===== config.mk =====
export PLATFORM = sky130hd
export DESIGN_NAME = runtime_disable_gpio_regs
export DESIGN_NICKNAME = d
export VERILOG_FILES = /design/src/rt_regs_pkg.sv /design/src/runtime_disable_gpio_regs.sv /design/src/joy_pin_cell.sv
export SDC_FILE = /design/constraint.sdc
export NUM_CORES = 1
export LEC_CHECK = 0
export ABC_AREA = 1
export BUFFER_PORTS_ARGS = -buffer_cell sky130_fd_sc_hd__buf_4
export CAP_MARGIN = 25
export CELL_PAD_IN_SITES_DETAIL_PLACEMENT = 0
export CELL_PAD_IN_SITES_GLOBAL_PLACEMENT = 1
export CORE_MARGIN = 2
export CORE_UTILIZATION = 30
export DETAILED_ROUTE_END_ITERATION = 10
export PLACE_DENSITY_LB_ADDON = 0.1
export SETUP_SLACK_MARGIN = 0.5
export SYNTH_ARGS = -nofsm -noshare
export SYNTH_HDL_FRONTEND = slang
export SYNTH_SLANG_ARGS = --single-unit

===== constraint.sdc =====
create_clock -name ref_clk -period 1.9 [get_ports ref_clk]
set_input_delay 0 -clock ref_clk [delete_from_list [all_inputs] [get_ports ref_clk]]
set_output_delay 0 -clock ref_clk [all_outputs]
set_load 0.1 [all_outputs]

===== src/rt_regs_pkg.sv =====
// Constants for the disable, serial FIFO shadow and joystick pin register slice
package rt_regs_pkg;

    // ------------------------------------------------------------
    // Bus geometry
    // ------------------------------------------------------------
    localparam int ADDR_W = 12;
    localparam int DATA_W = 32;
    localparam int REG_W  = 8;

    // ------------------------------------------------------------
    // Register indices and byte addresses (index times four)
    // ------------------------------------------------------------
    localparam logic [7:0]        IDX_FIFO_SHADOW  = 8'h21;
    localparam logic [7:0]        IDX_DISABLE      = 8'h22;
    localparam logic [7:0]        IDX_PIN_CFG      = 8'h23;
    localparam logic [ADDR_W-1:0] ADDR_FIFO_SHADOW = {2'b00, IDX_FIFO_SHADOW, 2'b00};
    localparam logic [ADDR_W-1:0] ADDR_DISABLE     = {2'b00, IDX_DISABLE, 2'b00};
    localparam logic [ADDR_W-1:0] ADDR_PIN_CFG     = {2'b00, IDX_PIN_CFG, 2'b00};

    // ------------------------------------------------------------
    // Reset values
    // ------------------------------------------------------------
    localparam logic [REG_W-1:0] RST_FIFO_SHADOW = 8'h00;
    localparam logic [REG_W-1:0] RST_DISABLE     = 8'h00;
    localparam logic [REG_W-1:0] RST_PIN_CFG     = 8'h01;

    // ------------------------------------------------------------
    // Serial FIFO control shadow fields
    // ------------------------------------------------------------
    localparam int FS_FIFO_EN  = 0;
    localparam int FS_RX_RST   = 1;
    localparam int FS_TX_RST   = 2;
    localparam int FS_DMA_MODE = 3;
    localparam int FS_TRIG_LO  = 6;
    localparam int FS_TRIG_HI  = 7;
    localparam logic [REG_W-1:0] FS_MASK = 8'hCF;

    // ------------------------------------------------------------
    // Block disable fields
    // ------------------------------------------------------------
    localparam int DD_PROTECT  = 0;
    localparam int DD_FLOPPY   = 3;
    localparam int DD_MIDI     = 4;
    localparam int DD_SERIAL2  = 5;
    localparam int DD_SERIAL1  = 6;
    localparam int DD_PARALLEL = 7;
    localparam int DD_FIRST    = 3;
    localparam int N_BLOCKS    = 5;
    localparam logic [REG_W-1:0] DD_MASK = 8'hF9;

    // Lock pin configuration code that arms the lock
    localparam logic [1:0] LOCK_CFG_CODE = 2'b01;

    // ------------------------------------------------------------
    // Pin configuration fields
    // ------------------------------------------------------------
    localparam int PC_DIR_IN     = 0;
    localparam int PC_INVERT     = 1;
    localparam int PC_ALT_JOY    = 2;
    localparam int PC_OPEN_DRAIN = 7;
    localparam logic [REG_W-1:0] PC_MASK = 8'h87;

    // ------------------------------------------------------------
    // Bus slave states
    // ------------------------------------------------------------
    typedef enum logic [1:0] {
        ST_IDLE   = 2'b01,
        ST_ACCESS = 2'b10
    } apb_state_t;

endpackage : rt_regs_pkg


===== src/runtime_disable_gpio_regs.sv =====
// Runtime register slice: serial FIFO shadow, block disable override, joystick pin
module runtime_disable_gpio_regs
    import rt_regs_pkg::*;
(
    // Clock and reset
    input  wire logic                          ref_clk,
    input  wire logic                          reset,
    // APB slave
    input  wire logic                          psel,
    input  wire logic                          penable,
    input  wire logic                          pwrite,
    input  wire logic [rt_regs_pkg::ADDR_W-1:0] paddr,
    input  wire logic [rt_regs_pkg::DATA_W-1:0] pwdata,
    input  wire logic [3:0]                    pstrb,
    output logic      [rt_regs_pkg::DATA_W-1:0] prdata,
    output logic                               pready,
    output logic                               pslverr,
    // Serial port two FIFO control write
    input  wire logic                          fifo_ctrl_wr,
    input  wire logic [rt_regs_pkg::REG_W-1:0]  fifo_ctrl_data,
    // Activate bits of each block
    input  wire logic                          floppy_activate,
    input  wire logic                          midi_activate,
    input  wire logic                          serial_two_activate,
    input  wire logic                          serial_one_activate,
    input  wire logic                          parallel_activate,
    // Resulting block enables
    output logic                               floppy_enable,
    output logic                               midi_enable,
    output logic                               serial_two_enable,
    output logic                               serial_one_enable,
    output logic                               parallel_enable,
    // Floppy write protection
    input  wire logic                          drive_select_zero_n,
    input  wire logic                          drive_select_one_n,
    input  wire logic                          media_protect_n,
    input  wire logic                          forced_protect,
    output logic                               core_media_protect,
    // Lock pin
    input  wire logic [1:0]                    disable_lock_pin_cfg,
    input  wire logic                          disable_lock_pin,
    output logic                               disable_locked,
    // Joystick button pin
    input  wire logic                          gpio_out_data,
    output logic                               gpio_in_data,
    output logic                               joystick_one_button_one,
    input  wire logic                          pin_pad_in,
    output logic                               pin_pad_out,
    output logic                               pin_pad_oe
);
    import rt_regs_pkg::*;

    // ------------------------------------------------------------
    // Declarations
    // ------------------------------------------------------------
    apb_state_t         state_r;
    apb_state_t         state_nxt;
    logic [REG_W-1:0]   fifo_shadow_r;
    logic [REG_W-1:0]   disable_r;
    logic [REG_W-1:0]   pin_cfg_r;
    logic [DATA_W-1:0]  prdata_r;
    logic               err_r;
    logic               err_nxt;
    logic [REG_W-1:0]   rd_byte;
    logic               hit_shadow;
    logic               hit_disable;
    logic               hit_pin;
    logic               hit_any;
    logic               lock_now;
    logic               setup_phase;
    logic               wr_commit;
    logic               wr_lane0;
    logic [N_BLOCKS-1:0] activate_vec;
    logic [N_BLOCKS-1:0] enable_r;

    // ------------------------------------------------------------
    // Address decode
    // ------------------------------------------------------------
    // Full word compare; any other address is unmapped
    assign hit_shadow  = (paddr == ADDR_FIFO_SHADOW);
    assign hit_disable = (paddr == ADDR_DISABLE);
    assign hit_pin     = (paddr == ADDR_PIN_CFG);
    assign hit_any     = hit_shadow | hit_disable | hit_pin;

    // Setup phase and committed write
    assign setup_phase = psel & ~penable;
    assign wr_commit   = psel & penable & pready & pwrite;
    // Registers hold eight bits, so only lane 0 carries data
    assign wr_lane0    = pstrb[0];

    // ------------------------------------------------------------
    // Lock condition
    // ------------------------------------------------------------
    // lock armed by config code and high pin
    assign lock_now = (disable_lock_pin_cfg == LOCK_CFG_CODE) & disable_lock_pin;

    // ------------------------------------------------------------
    // Bus state machine
    // ------------------------------------------------------------
    // One wait-free access cycle after each setup cycle
    always_comb begin
        state_nxt = state_r;
        case (state_r)
            ST_IDLE: begin
                if (setup_phase) begin
                    state_nxt = ST_ACCESS;
                end
            end
            ST_ACCESS: begin
                if (setup_phase) begin
                    state_nxt = ST_ACCESS;
                end else begin
                    state_nxt = ST_IDLE;
                end
            end
            default: begin
                state_nxt = ST_IDLE;
            end
        endcase
    end

    // State register
    always_ff @(posedge ref_clk or posedge reset) begin
        if (reset) begin
            state_r <= ST_IDLE;
        end else begin
            state_r <= state_nxt;
        end
    end

    // Ready in the access phase that follows a taken setup
    assign pready  = (state_r == ST_ACCESS) & psel & penable;
    assign pslverr = pready & err_r;

    // ------------------------------------------------------------
    // Read data mux and error decision
    // ------------------------------------------------------------
    // Masks zero reserved bits on the way out
    always_comb begin
        rd_byte = 8'h00;
        err_nxt = 1'b0;
        if (hit_shadow) begin
            rd_byte = fifo_shadow_r & FS_MASK;
            // writes to the shadow are refused
            err_nxt = pwrite;
        end else if (hit_disable) begin
            rd_byte = disable_r & DD_MASK;
            err_nxt = pwrite & lock_now;
        end else if (hit_pin) begin
            rd_byte = pin_cfg_r & PC_MASK;
            err_nxt = 1'b0;
        end else begin
            rd_byte = 8'h00;
            err_nxt = 1'b1;
        end
    end

    // Read data and error captured at the setup edge
    always_ff @(posedge ref_clk or posedge reset) begin
        if (reset) begin
            prdata_r <= 32'h0000_0000;
            err_r    <= 1'b0;
        end else if (setup_phase) begin
            prdata_r <= pwrite ? 32'h0000_0000 : {24'h00_0000, rd_byte};
            err_r    <= err_nxt;
        end
    end

    assign prdata = prdata_r;

    // ------------------------------------------------------------
    // Serial FIFO control shadow
    // ------------------------------------------------------------
    // capture each FIFO control write
    always_ff @(posedge ref_clk or posedge reset) begin
        if (reset) begin
            fifo_shadow_r <= RST_FIFO_SHADOW;
        end else if (fifo_ctrl_wr) begin
            fifo_shadow_r <= fifo_ctrl_data & FS_MASK;
        end
    end

    // ------------------------------------------------------------
    // Block disable register
    // ------------------------------------------------------------
    // write only when the lock is not armed
    always_ff @(posedge ref_clk or posedge reset) begin
        if (reset) begin
            disable_r <= RST_DISABLE;
        end else if (wr_commit && hit_disable && wr_lane0 && !lock_now && !err_r) begin
            disable_r <= pwdata[REG_W-1:0] & DD_MASK;
        end
    end

    // Lock status for software and system
    always_ff @(posedge ref_clk or posedge reset) begin
        if (reset) begin
            disable_locked <= 1'b0;
        end else begin
            disable_locked <= lock_now;
        end
    end

    // ------------------------------------------------------------
    // Joystick pin configuration register
    // ------------------------------------------------------------
    // Reserved bits 6:3 are not stored
    always_ff @(posedge ref_clk or posedge reset) begin
        if (reset) begin
            pin_cfg_r <= RST_PIN_CFG;
        end else if (wr_commit && hit_pin && wr_lane0) begin
            pin_cfg_r <= pwdata[REG_W-1:0] & PC_MASK;
        end
    end

    // ------------------------------------------------------------
    // Block enables
    // ------------------------------------------------------------
    // Activate bits in disable-bit order, floppy first
    assign activate_vec = {parallel_activate,
                           serial_one_activate,
                           serial_two_activate,
                           midi_activate,
                           floppy_activate};

    // disable bit overrides the activate bit
    generate
        for (genvar gi = 0; gi < N_BLOCKS; gi++) begin : g_block
            always_ff @(posedge ref_clk or posedge reset) begin
                if (reset) begin
                    enable_r[gi] <= 1'b0;
                end else begin
                    enable_r[gi] <= activate_vec[gi] & ~disable_r[DD_FIRST + gi];
                end
            end
        end
    endgenerate

    assign floppy_enable     = enable_r[DD_FLOPPY - DD_FIRST];
    assign midi_enable       = enable_r[DD_MIDI - DD_FIRST];
    assign serial_two_enable = enable_r[DD_SERIAL2 - DD_FIRST];
    assign serial_one_enable = enable_r[DD_SERIAL1 - DD_FIRST];
    assign parallel_enable   = enable_r[DD_PARALLEL - DD_FIRST];

    // ------------------------------------------------------------
    // Floppy write protection
    // ------------------------------------------------------------
    // four-term OR to the floppy core
    // bit 0 forces protection on its own
    always_ff @(posedge ref_clk or posedge reset) begin
        if (reset) begin
            core_media_protect <= 1'b0;
        end else begin
            core_media_protect <= (drive_select_zero_n & forced_protect)
                                | (drive_select_one_n & forced_protect)
                                | media_protect_n
                                | disable_r[DD_PROTECT];
        end
    end

    // ------------------------------------------------------------
    // Joystick button pin
    // ------------------------------------------------------------
    // pin cell follows the stored configuration
    joy_pin_cell joy_pin_cell_i (
        .ref_clk                 (ref_clk),
        .reset                   (reset),
        .pin_cfg                 (pin_cfg_r),
        .gpio_out_data           (gpio_out_data),
        .gpio_in_data            (gpio_in_data),
        .joystick_one_button_one (joystick_one_button_one),
        .pad_in                  (pin_pad_in),
        .pad_out                 (pin_pad_out),
        .pad_oe                  (pin_pad_oe)
    );

endmodule : runtime_disable_gpio_regs


===== src/joy_pin_cell.sv =====
// General-purpose pin cell with polarity, direction, driver type and joystick routing
module joy_pin_cell
    import rt_regs_pkg::*;
(
    // Clock and reset
    input  wire logic             ref_clk,
    input  wire logic             reset,
    // Configuration
    input  wire logic [REG_W-1:0] pin_cfg,
    // Core side
    input  wire logic             gpio_out_data,
    output logic                  gpio_in_data,
    output logic                  joystick_one_button_one,
    // Pad side
    input  wire logic             pad_in,
    output logic                  pad_out,
    output logic                  pad_oe
);
    import rt_regs_pkg::*;

    logic dir_in;
    logic invert;
    logic open_drain;
    logic pad_level;
    logic drive_level;

    // ------------------------------------------------------------
    // Field decode
    // ------------------------------------------------------------
    // direction bit
    assign dir_in      = pin_cfg[PC_DIR_IN];
    assign invert      = pin_cfg[PC_INVERT];
    assign pad_level   = pad_in ^ invert;
    assign drive_level = gpio_out_data ^ invert;
    assign open_drain  = pin_cfg[PC_OPEN_DRAIN];

    // Pad driver: open drain only pulls low
    always_ff @(posedge ref_clk or posedge reset) begin
        if (reset) begin
            pad_out <= 1'b0;
            pad_oe  <= 1'b0;
        end else if (dir_in) begin
            pad_out <= 1'b0;
            pad_oe  <= 1'b0;
        end else if (open_drain) begin
            pad_out <= 1'b0;
            pad_oe  <= ~drive_level;
        end else begin
            pad_out <= drive_level;
            pad_oe  <= 1'b1;
        end
    end

    // Inward value, steered to the joystick button or to plain use
    always_ff @(posedge ref_clk or posedge reset) begin
        if (reset) begin
            gpio_in_data            <= 1'b0;
            joystick_one_button_one <= 1'b0;
        end else begin
            gpio_in_data            <= pin_cfg[PC_ALT_JOY] ? 1'b0 : pad_level;
            joystick_one_button_one <= pin_cfg[PC_ALT_JOY] ? pad_level : 1'b0;
        end
    end

endmodule : joy_pin_cell


Word level (Yosys, flattened, before mapping):

Cells that the tools add are included.

* bits in latches: 0
* memories kept: 0
* register bits: 62
* input port bits: 76
* RAM bits: 0
* bits in read-only memories: 0

* $mul: 0
* muxes and demuxes: 16
* shift-type cells: 0
* add/sub/neg operators: 0
* divide/modulo/power cells: 0
* eq/ne operators: 7
* reduce and logical (&&, ||, !) cells: 8
* bitwise logic cells: 28
* order comparisons: 0

Operator list (number)
* $eq 12x8->1 const B: 3
* $mux 8: 4
* $and 1x1->1: 16
* $mux 1: 9
* $not 1->1: 7
* $logic_and 1x1->1: 6
* $eq 2x1->1 const B: 2
* $mux 2: 2
* $pmux 2 s2: 1
* $or 1x1->1: 3
* $eq 2x2->1 const B: 1
* $logic_not 1->1: 2
* $ne 2x2->1 const B: 1
* $xor 1x1->1: 2

Logic depth before layout (Yosys ltp):

* word-level depth: 9
* depth in mapped cells: 9

By module:

From an unflattened synthesis, not the netlist that was laid out.

* cell total of the unflattened synthesis: 238
* area total of the unflattened synthesis: 2021.9 um^2

By module, submodules not included
* runtime_disable_gpio_regs: sequential area each 853.3 um^2, instances 1, cells an instance 217, area each 1849.3 um^2
* joy_pin_cell: sequential area each 100.1 um^2, instances 1, cells an instance 21, area each 172.7 um^2

Worst setup path after synthesis:

Ideal clock, no wire load.

* path type: reg2out
* from: reg state_r[0]
* to: out pslverr
* path buffers: 0
* arrival time: 2.826 ns
* required time: 1.900 ns
* path slack: -0.926 ns
* stages on the path, launching flop included: 5
* cell sequence: dfstp_2 > inv_1 > ha_1 > inv_1 > nor3b_1

* word-level cells in the longest chain between the ends: 4

RTL lines
* start, declared: RTL line runtime_disable_gpio_regs.sv:56 `apb_state_t state_r;`
* start signal, assigned: RTL line runtime_disable_gpio_regs.sv:127 `state_r <= state_nxt;`
* $eq 2x2->1: RTL line runtime_disable_gpio_regs.sv:132 `assign pready = (state_r == ST_ACCESS) & psel & penable;`
* $and 1x1->1 (2 in a row): RTL line runtime_disable_gpio_regs.sv:132
* $and 1x1->1: RTL line runtime_disable_gpio_regs.sv:133 `assign pslverr = pready & err_r;`
* end, declared: RTL line runtime_disable_gpio_regs.sv:17 `output logic pslverr,`

No other way between the ends.

Final worst setup path:

* from: reg state_r[0]
* to: reg disable_r[0]

* word-level cells in the longest chain between the ends: 9

RTL lines
* $eq 2x2->1: RTL line runtime_disable_gpio_regs.sv:132
* $and 1x1->1 (2 in a row): RTL line runtime_disable_gpio_regs.sv:132
* $and 1x1->1 (2 in a row): RTL line runtime_disable_gpio_regs.sv:87 `assign wr_commit = psel & penable & pready & pwrite;`
* $logic_and 1x1->1 (4 in a row): RTL line runtime_disable_gpio_regs.sv:190 `end else if (wr_commit && hit_disable && wr_lane0 && !lock_now && !err_r) begin`
* end signal, assigned: RTL line runtime_disable_gpio_regs.sv:191 `disable_r <= pwdata[REG_W-1:0] & DD_MASK;`
* end, declared: RTL line runtime_disable_gpio_regs.sv:59 `logic [REG_W-1:0] disable_r;`

No other way between the ends.
A chain may end at the register's enable or synchronous reset.

==> summary.txt <==
Outcome
  • Run status: completed

Routing
  • Routed wirelength normalized by instance count: 10.78 um
  • Number of optimization iterations in the first detailed-route pass: 4
  • Remaining antenna violation count: 0
  • Per-cell via count in the routed design: 4.142
  • Routed Wire Length: between 4000 and 5000 um
  • DRC violation total after the first TritonRoute iteration: 79
  • Total number of vias: approximately 1,700
  • DRC violation count after routing: 0

Power and ir drop
  • Pwr Density: 730.4 nW/um^2
  • P_leak: 1.579 nW
  • Fraction of power consumed by sequential logic: between 40% and 50%
  • Switching component of the power: slightly below 0.8 mW
  • Switching portion of total power: around 36%
  • Share of total power in combinational logic: 33.2%
  • Pint: 1.389 mW
  • Clock group share of total power: between 20% and 30%
  • Largest vdd supply drop: roughly 0.0004 V
  • Sum of internal, switching and leakage power: 2.162 mW

Synthesis
  • Synth Warn #: 0
  • Syn Std Cell Area: between 1500 and 2000 um^2
  • Predominant post-synthesis flop cell: sky130_fd_sc_hd__dfrtp_1
  • Synth Area in XOR/XNOR: less than 1%
  • Combinational family with the most area after synthesis: simple AND/OR/NAND/NOR gates
  • Sequential share of the synthesized area: 47.92%
  • Complex-gate fraction of the synthesized area: approximately 6.4%
  • Simple-gate share of the synthesized area: 25.60%
  • Async SR Flop Fraction: 100.0%
  • Flip-flop and latch count after synthesis: 38
  • Number of enable-type register cells in the synthesized netlist: 0
  • Cells after Synth: approximately 230
  • Mean Syn Cell Area: roughly 8.5 um^2
  • Post-synthesis cell type count: 29
  • Synth Area in Adders: about 1.3%
  • Proportion of synthesized area in mux cells: 1.698%

Floorplanning
  • Total core area: about 6400 um^2
  • Die area: around 7300 um^2
  • Initial Util: between 30 and 40%
  • Vert. Die Dim: 85.44 um
  • Standard-cell row count: 29
  • Top-level I/O count: approximately 120
  • DIE WIDTH: about 85 um

Clock tree
  • Clock tree root driver cell: sky130_fd_sc_hd__clkbuf_8
  • Clock-pin slew of the registers on the worst-case setup and hold paths: approximately 0.070 ns
  • CTS tree: done
  • H-tree levels: 2
  • TritonCTS Buffers: 5
  • CTS Sinks: 38
  • Maximum clock path buffer count: 2
  • Insertion delay of the later-clocked pin in the worst-skew pair: between 0.2 and 0.3 ns

Global routing
  • Leftover overflow at the end of global routing: 0
  • Wire length of the first global-routing pass: approximately 7500 um
  • Maximum number of pins on one net before global-route repair: 39
  • Overall track demand over capacity in global routing: 12.88%
  • Vias in the first global route: around 1,600
  • Initial antenna violation count: 0

Worst hold path
  • HP Class: in -> reg
  • Min-Delay Endpoint: joy_pin_cell_i.pad_oe$_DFF_PP0_
  • Hold path start: gpio_out_data
  • Cell count of the worst hold path: 4

Placement
  • Hpwl dp: between 3000 and 4000 um
  • GP Congestion: about 0.71
  • Worst slack at placement: ~0.34 ns
  • Buffers on Ports: 67
  • Number of placed instances, taps included: around 380

Layout
  • Commonest cells after routing, fill and taps aside: 71 x sky130_fd_sc_hd__buf_4, 49 x sky130_fd_sc_hd__nand2_1, 36 x sky130_fd_sc_hd__dfrtp_1
  • Share of post-route cells with drive strength above 1: 33.33%
  • Diode insertion count for antenna repair: 0
  • Final #Nets: approximately 420
  • Synthesis-to-finish area growth: 48.81%
  • Final cell count without fillers: roughly 420
  • Most common library cell in the layout ignoring fill and taps: sky130_fd_sc_hd__buf_4

Critical path
  • Critical path, cell by cell: inv_2 -> ha_4 -> inv_4 -> nor2_4 -> nand3_4 -> nor3_4 -> nand2_4 -> nand2_1 -> o21ai_1
  • Critical path's slowest cell: sky130_fd_sc_hd__dfstp_2
  • Combined buffer and inverter count along the critical path: 2
  • Endpoint kind of the worst setup timing path: flip-flop
  • Reg-to-Reg End: disable_r[0]$_DFFE_PP0P_
  • Critical Path Fanout Max: 8
  • Arrival time worst endpoint: approximately 1.6 ns
  • Critical Path Source Type: flip-flop
  • Slack of the worst reg-to-reg path: ~0.48 ns
  • Critical path start-end classification: reg -> reg
  • Count of cells along the worst register-to-register path: 9
  • Startpoint of the worst register-to-register path: state_r[0]$_DFFE_PP1P_
  • Slowest stage delay, CP: 0.38 ns
  • Top delay family on crit path: simple AND/OR/NAND/NOR gates
  • Critical path data required time: 2.07 ns

STA
  • Final sum of negative setup slack: 0 ns
  • Hold Vio Cnt, Final: 0
  • Final clock period utilization by the worst path: about three quarters
  • Setup clock skew after layout: roughly 0.0085 ns
  • Count of final setup violators: 0
  • Final critical-path setup slack: 0.4785 ns
  • Final Max Slew Viols: 0
  • Fmax: 703.5 MHz
  • Clock period minus final worst setup slack: between 1 and 1.5 ns
  • RSZ-0062 raised after global routing: yes

Job
  • Max capacitance violation total: 0
-- Yosys cell counts (3+ instances only) --
master                     n  area, um^2
sky130_fd_sc_hd__nand2_1  50       187.7
sky130_fd_sc_hd__dfrtp_1  36       900.9
sky130_fd_sc_hd__inv_1    31       116.4
sky130_fd_sc_hd__buf_4    24       180.2
sky130_fd_sc_hd__nor2_1   17       63.81
sky130_fd_sc_hd__nand3_1  16       80.08
sky130_fd_sc_hd__nand2_2   9       56.30
sky130_fd_sc_hd__o21ai_0   7       35.03
sky130_fd_sc_hd__a21oi_1   5       25.02
sky130_fd_sc_hd__nor2_2    5       31.28
sky130_fd_sc_hd__o21ai_1   5       25.02
sky130_fd_sc_hd__o21ai_2   4       35.03
sky130_fd_sc_hd__mux2_2    3       33.78
-- cells by family (layout without fill, tap and decap cells) --
group | count (synthesis) | count (layout)
simple gates | 106 | 106
buf+inv | 59 | 142
flops | 38 | 38
compound gates | 22 | 22
mux | 3 | 3
fa+ha+maj | 2 | 2
xor+xnor | 2 | 2
other cells | 1 | 24
-- how the worst max path moves through the flow --
stage | endpoint | cells past startpoint | slack (ns) | startpoint
6_report | disable_r[0]$_DFFE_PP0P_ | 9 | 0.48 | state_r[0]$_DFFE_PP1P_
5_1_grt | disable_r[0]$_DFFE_PP0P_ | 9 | 0.36 | state_r[0]$_DFFE_PP1P_
2_1_floorplan | pin_cfg_r[1]$_DFFE_PP0P_ | 9 | 0.05 | state_r[0]$_DFFE_PP1P_
3_5_place_dp | disable_r[7]$_DFFE_PP0P_ | 8 | 0.34 | state_r[1]$_DFFE_PP0P_
4_1_cts | disable_r[7]$_DFFE_PP0P_ | 9 | 0.41 | state_r[0]$_DFFE_PP1P_
3_3_place_gp | disable_r[7]$_DFFE_PP0P_ | 8 | 0.36 | state_r[1]$_DFFE_PP0P_
-- final cells by class --
cell class	count	area, um^2
Fill cell	647	3426
Sequential cell	38	953.4
Timing Repair Buffer	103	855.8
Multi-Input combinational cell	159	845.8
Inverter	32	122.6
Tap cell	77	96.34
Clock buffer	7	86.33
-- metrics by stage --
stage	instance area (um^2)	hold slack (ns)	util (%)
global route	2960	0.04075	46.36
floorplan	2103	0.09962	-
global placement	2519	0.1643	39.44
finish	2960	0.005090	46.36
CTS	2944	0.001879	46.10
detailed placement	2519	0.1660	39.44
-- what timing repair did --
| action | in CTS | in global routing |
|---|---|---|
| gates resized for setup | 3 | 4 |
| hold endpoints to repair | 60 | 0 |
| buffers inserted | 3 | 1 |
| hold buffers | 30 | 0 |
| endpoints found under the setup margin | 10 | 12 |
| pin swaps | 2 | 3 |
-- worst reg2reg max path, stage by stage, from the launching register on --
cell and delay [ns]:
sky130_fd_sc_hd__dfstp_2 0.38, sky130_fd_sc_hd__inv_2 0.07, sky130_fd_sc_hd__ha_4 0.14, sky130_fd_sc_hd__inv_4 0.04
sky130_fd_sc_hd__nor2_4 0.10, sky130_fd_sc_hd__nand3_4 0.10, sky130_fd_sc_hd__nor3_4 0.21, sky130_fd_sc_hd__nand2_4 0.13
sky130_fd_sc_hd__nand2_1 0.08, sky130_fd_sc_hd__o21ai_1 0.06
-- flip-flops by register name, indices dropped and copies added, names as in the netlist --
register and cells:
err_r 1, core_media_protect 1, midi_enable 1, state_r 2
joy_pin_cell_i.pad_oe 1, disable_r 6, joy_pin_cell_i.pad_out 1, pin_cfg_r 4
fifo_shadow_r 6, parallel_enable 1, prdata 8, floppy_enable 1
joy_pin_cell_i.joystick_one_button_one 1, disable_locked 1, serial_two_enable 1, joy_pin_cell_i.gpio_in_data 1
serial_one_enable 1
-- power groups by stage --
stage / Sequential [mW] / Clock (mW) / Combinational [mW]
global route: 0.890 / 0.612 / 0.776
global placement: 0.903 / 0 / 0.614
detailed placement: 0.903 / 0 / 0.618
CTS: 0.884 / 0.579 / 0.700
finish: 0.886 / 0.559 / 0.718
floorplan: 0.971 / 0 / 0.450
-- per-layer routing --
metal | vias to the layer above | GRT usage, % | share of wire [%]
met5 | - | 0 | 0
met4 | 0 | 3.463 | 1.2
met3 | 4 | 3.210 | 7.6
met2 | 73 | 20.67 | 46
met1 | 772 | 17.39 | 45
li1 | 874 | - | -
Power figures use the tool's default switching activity.
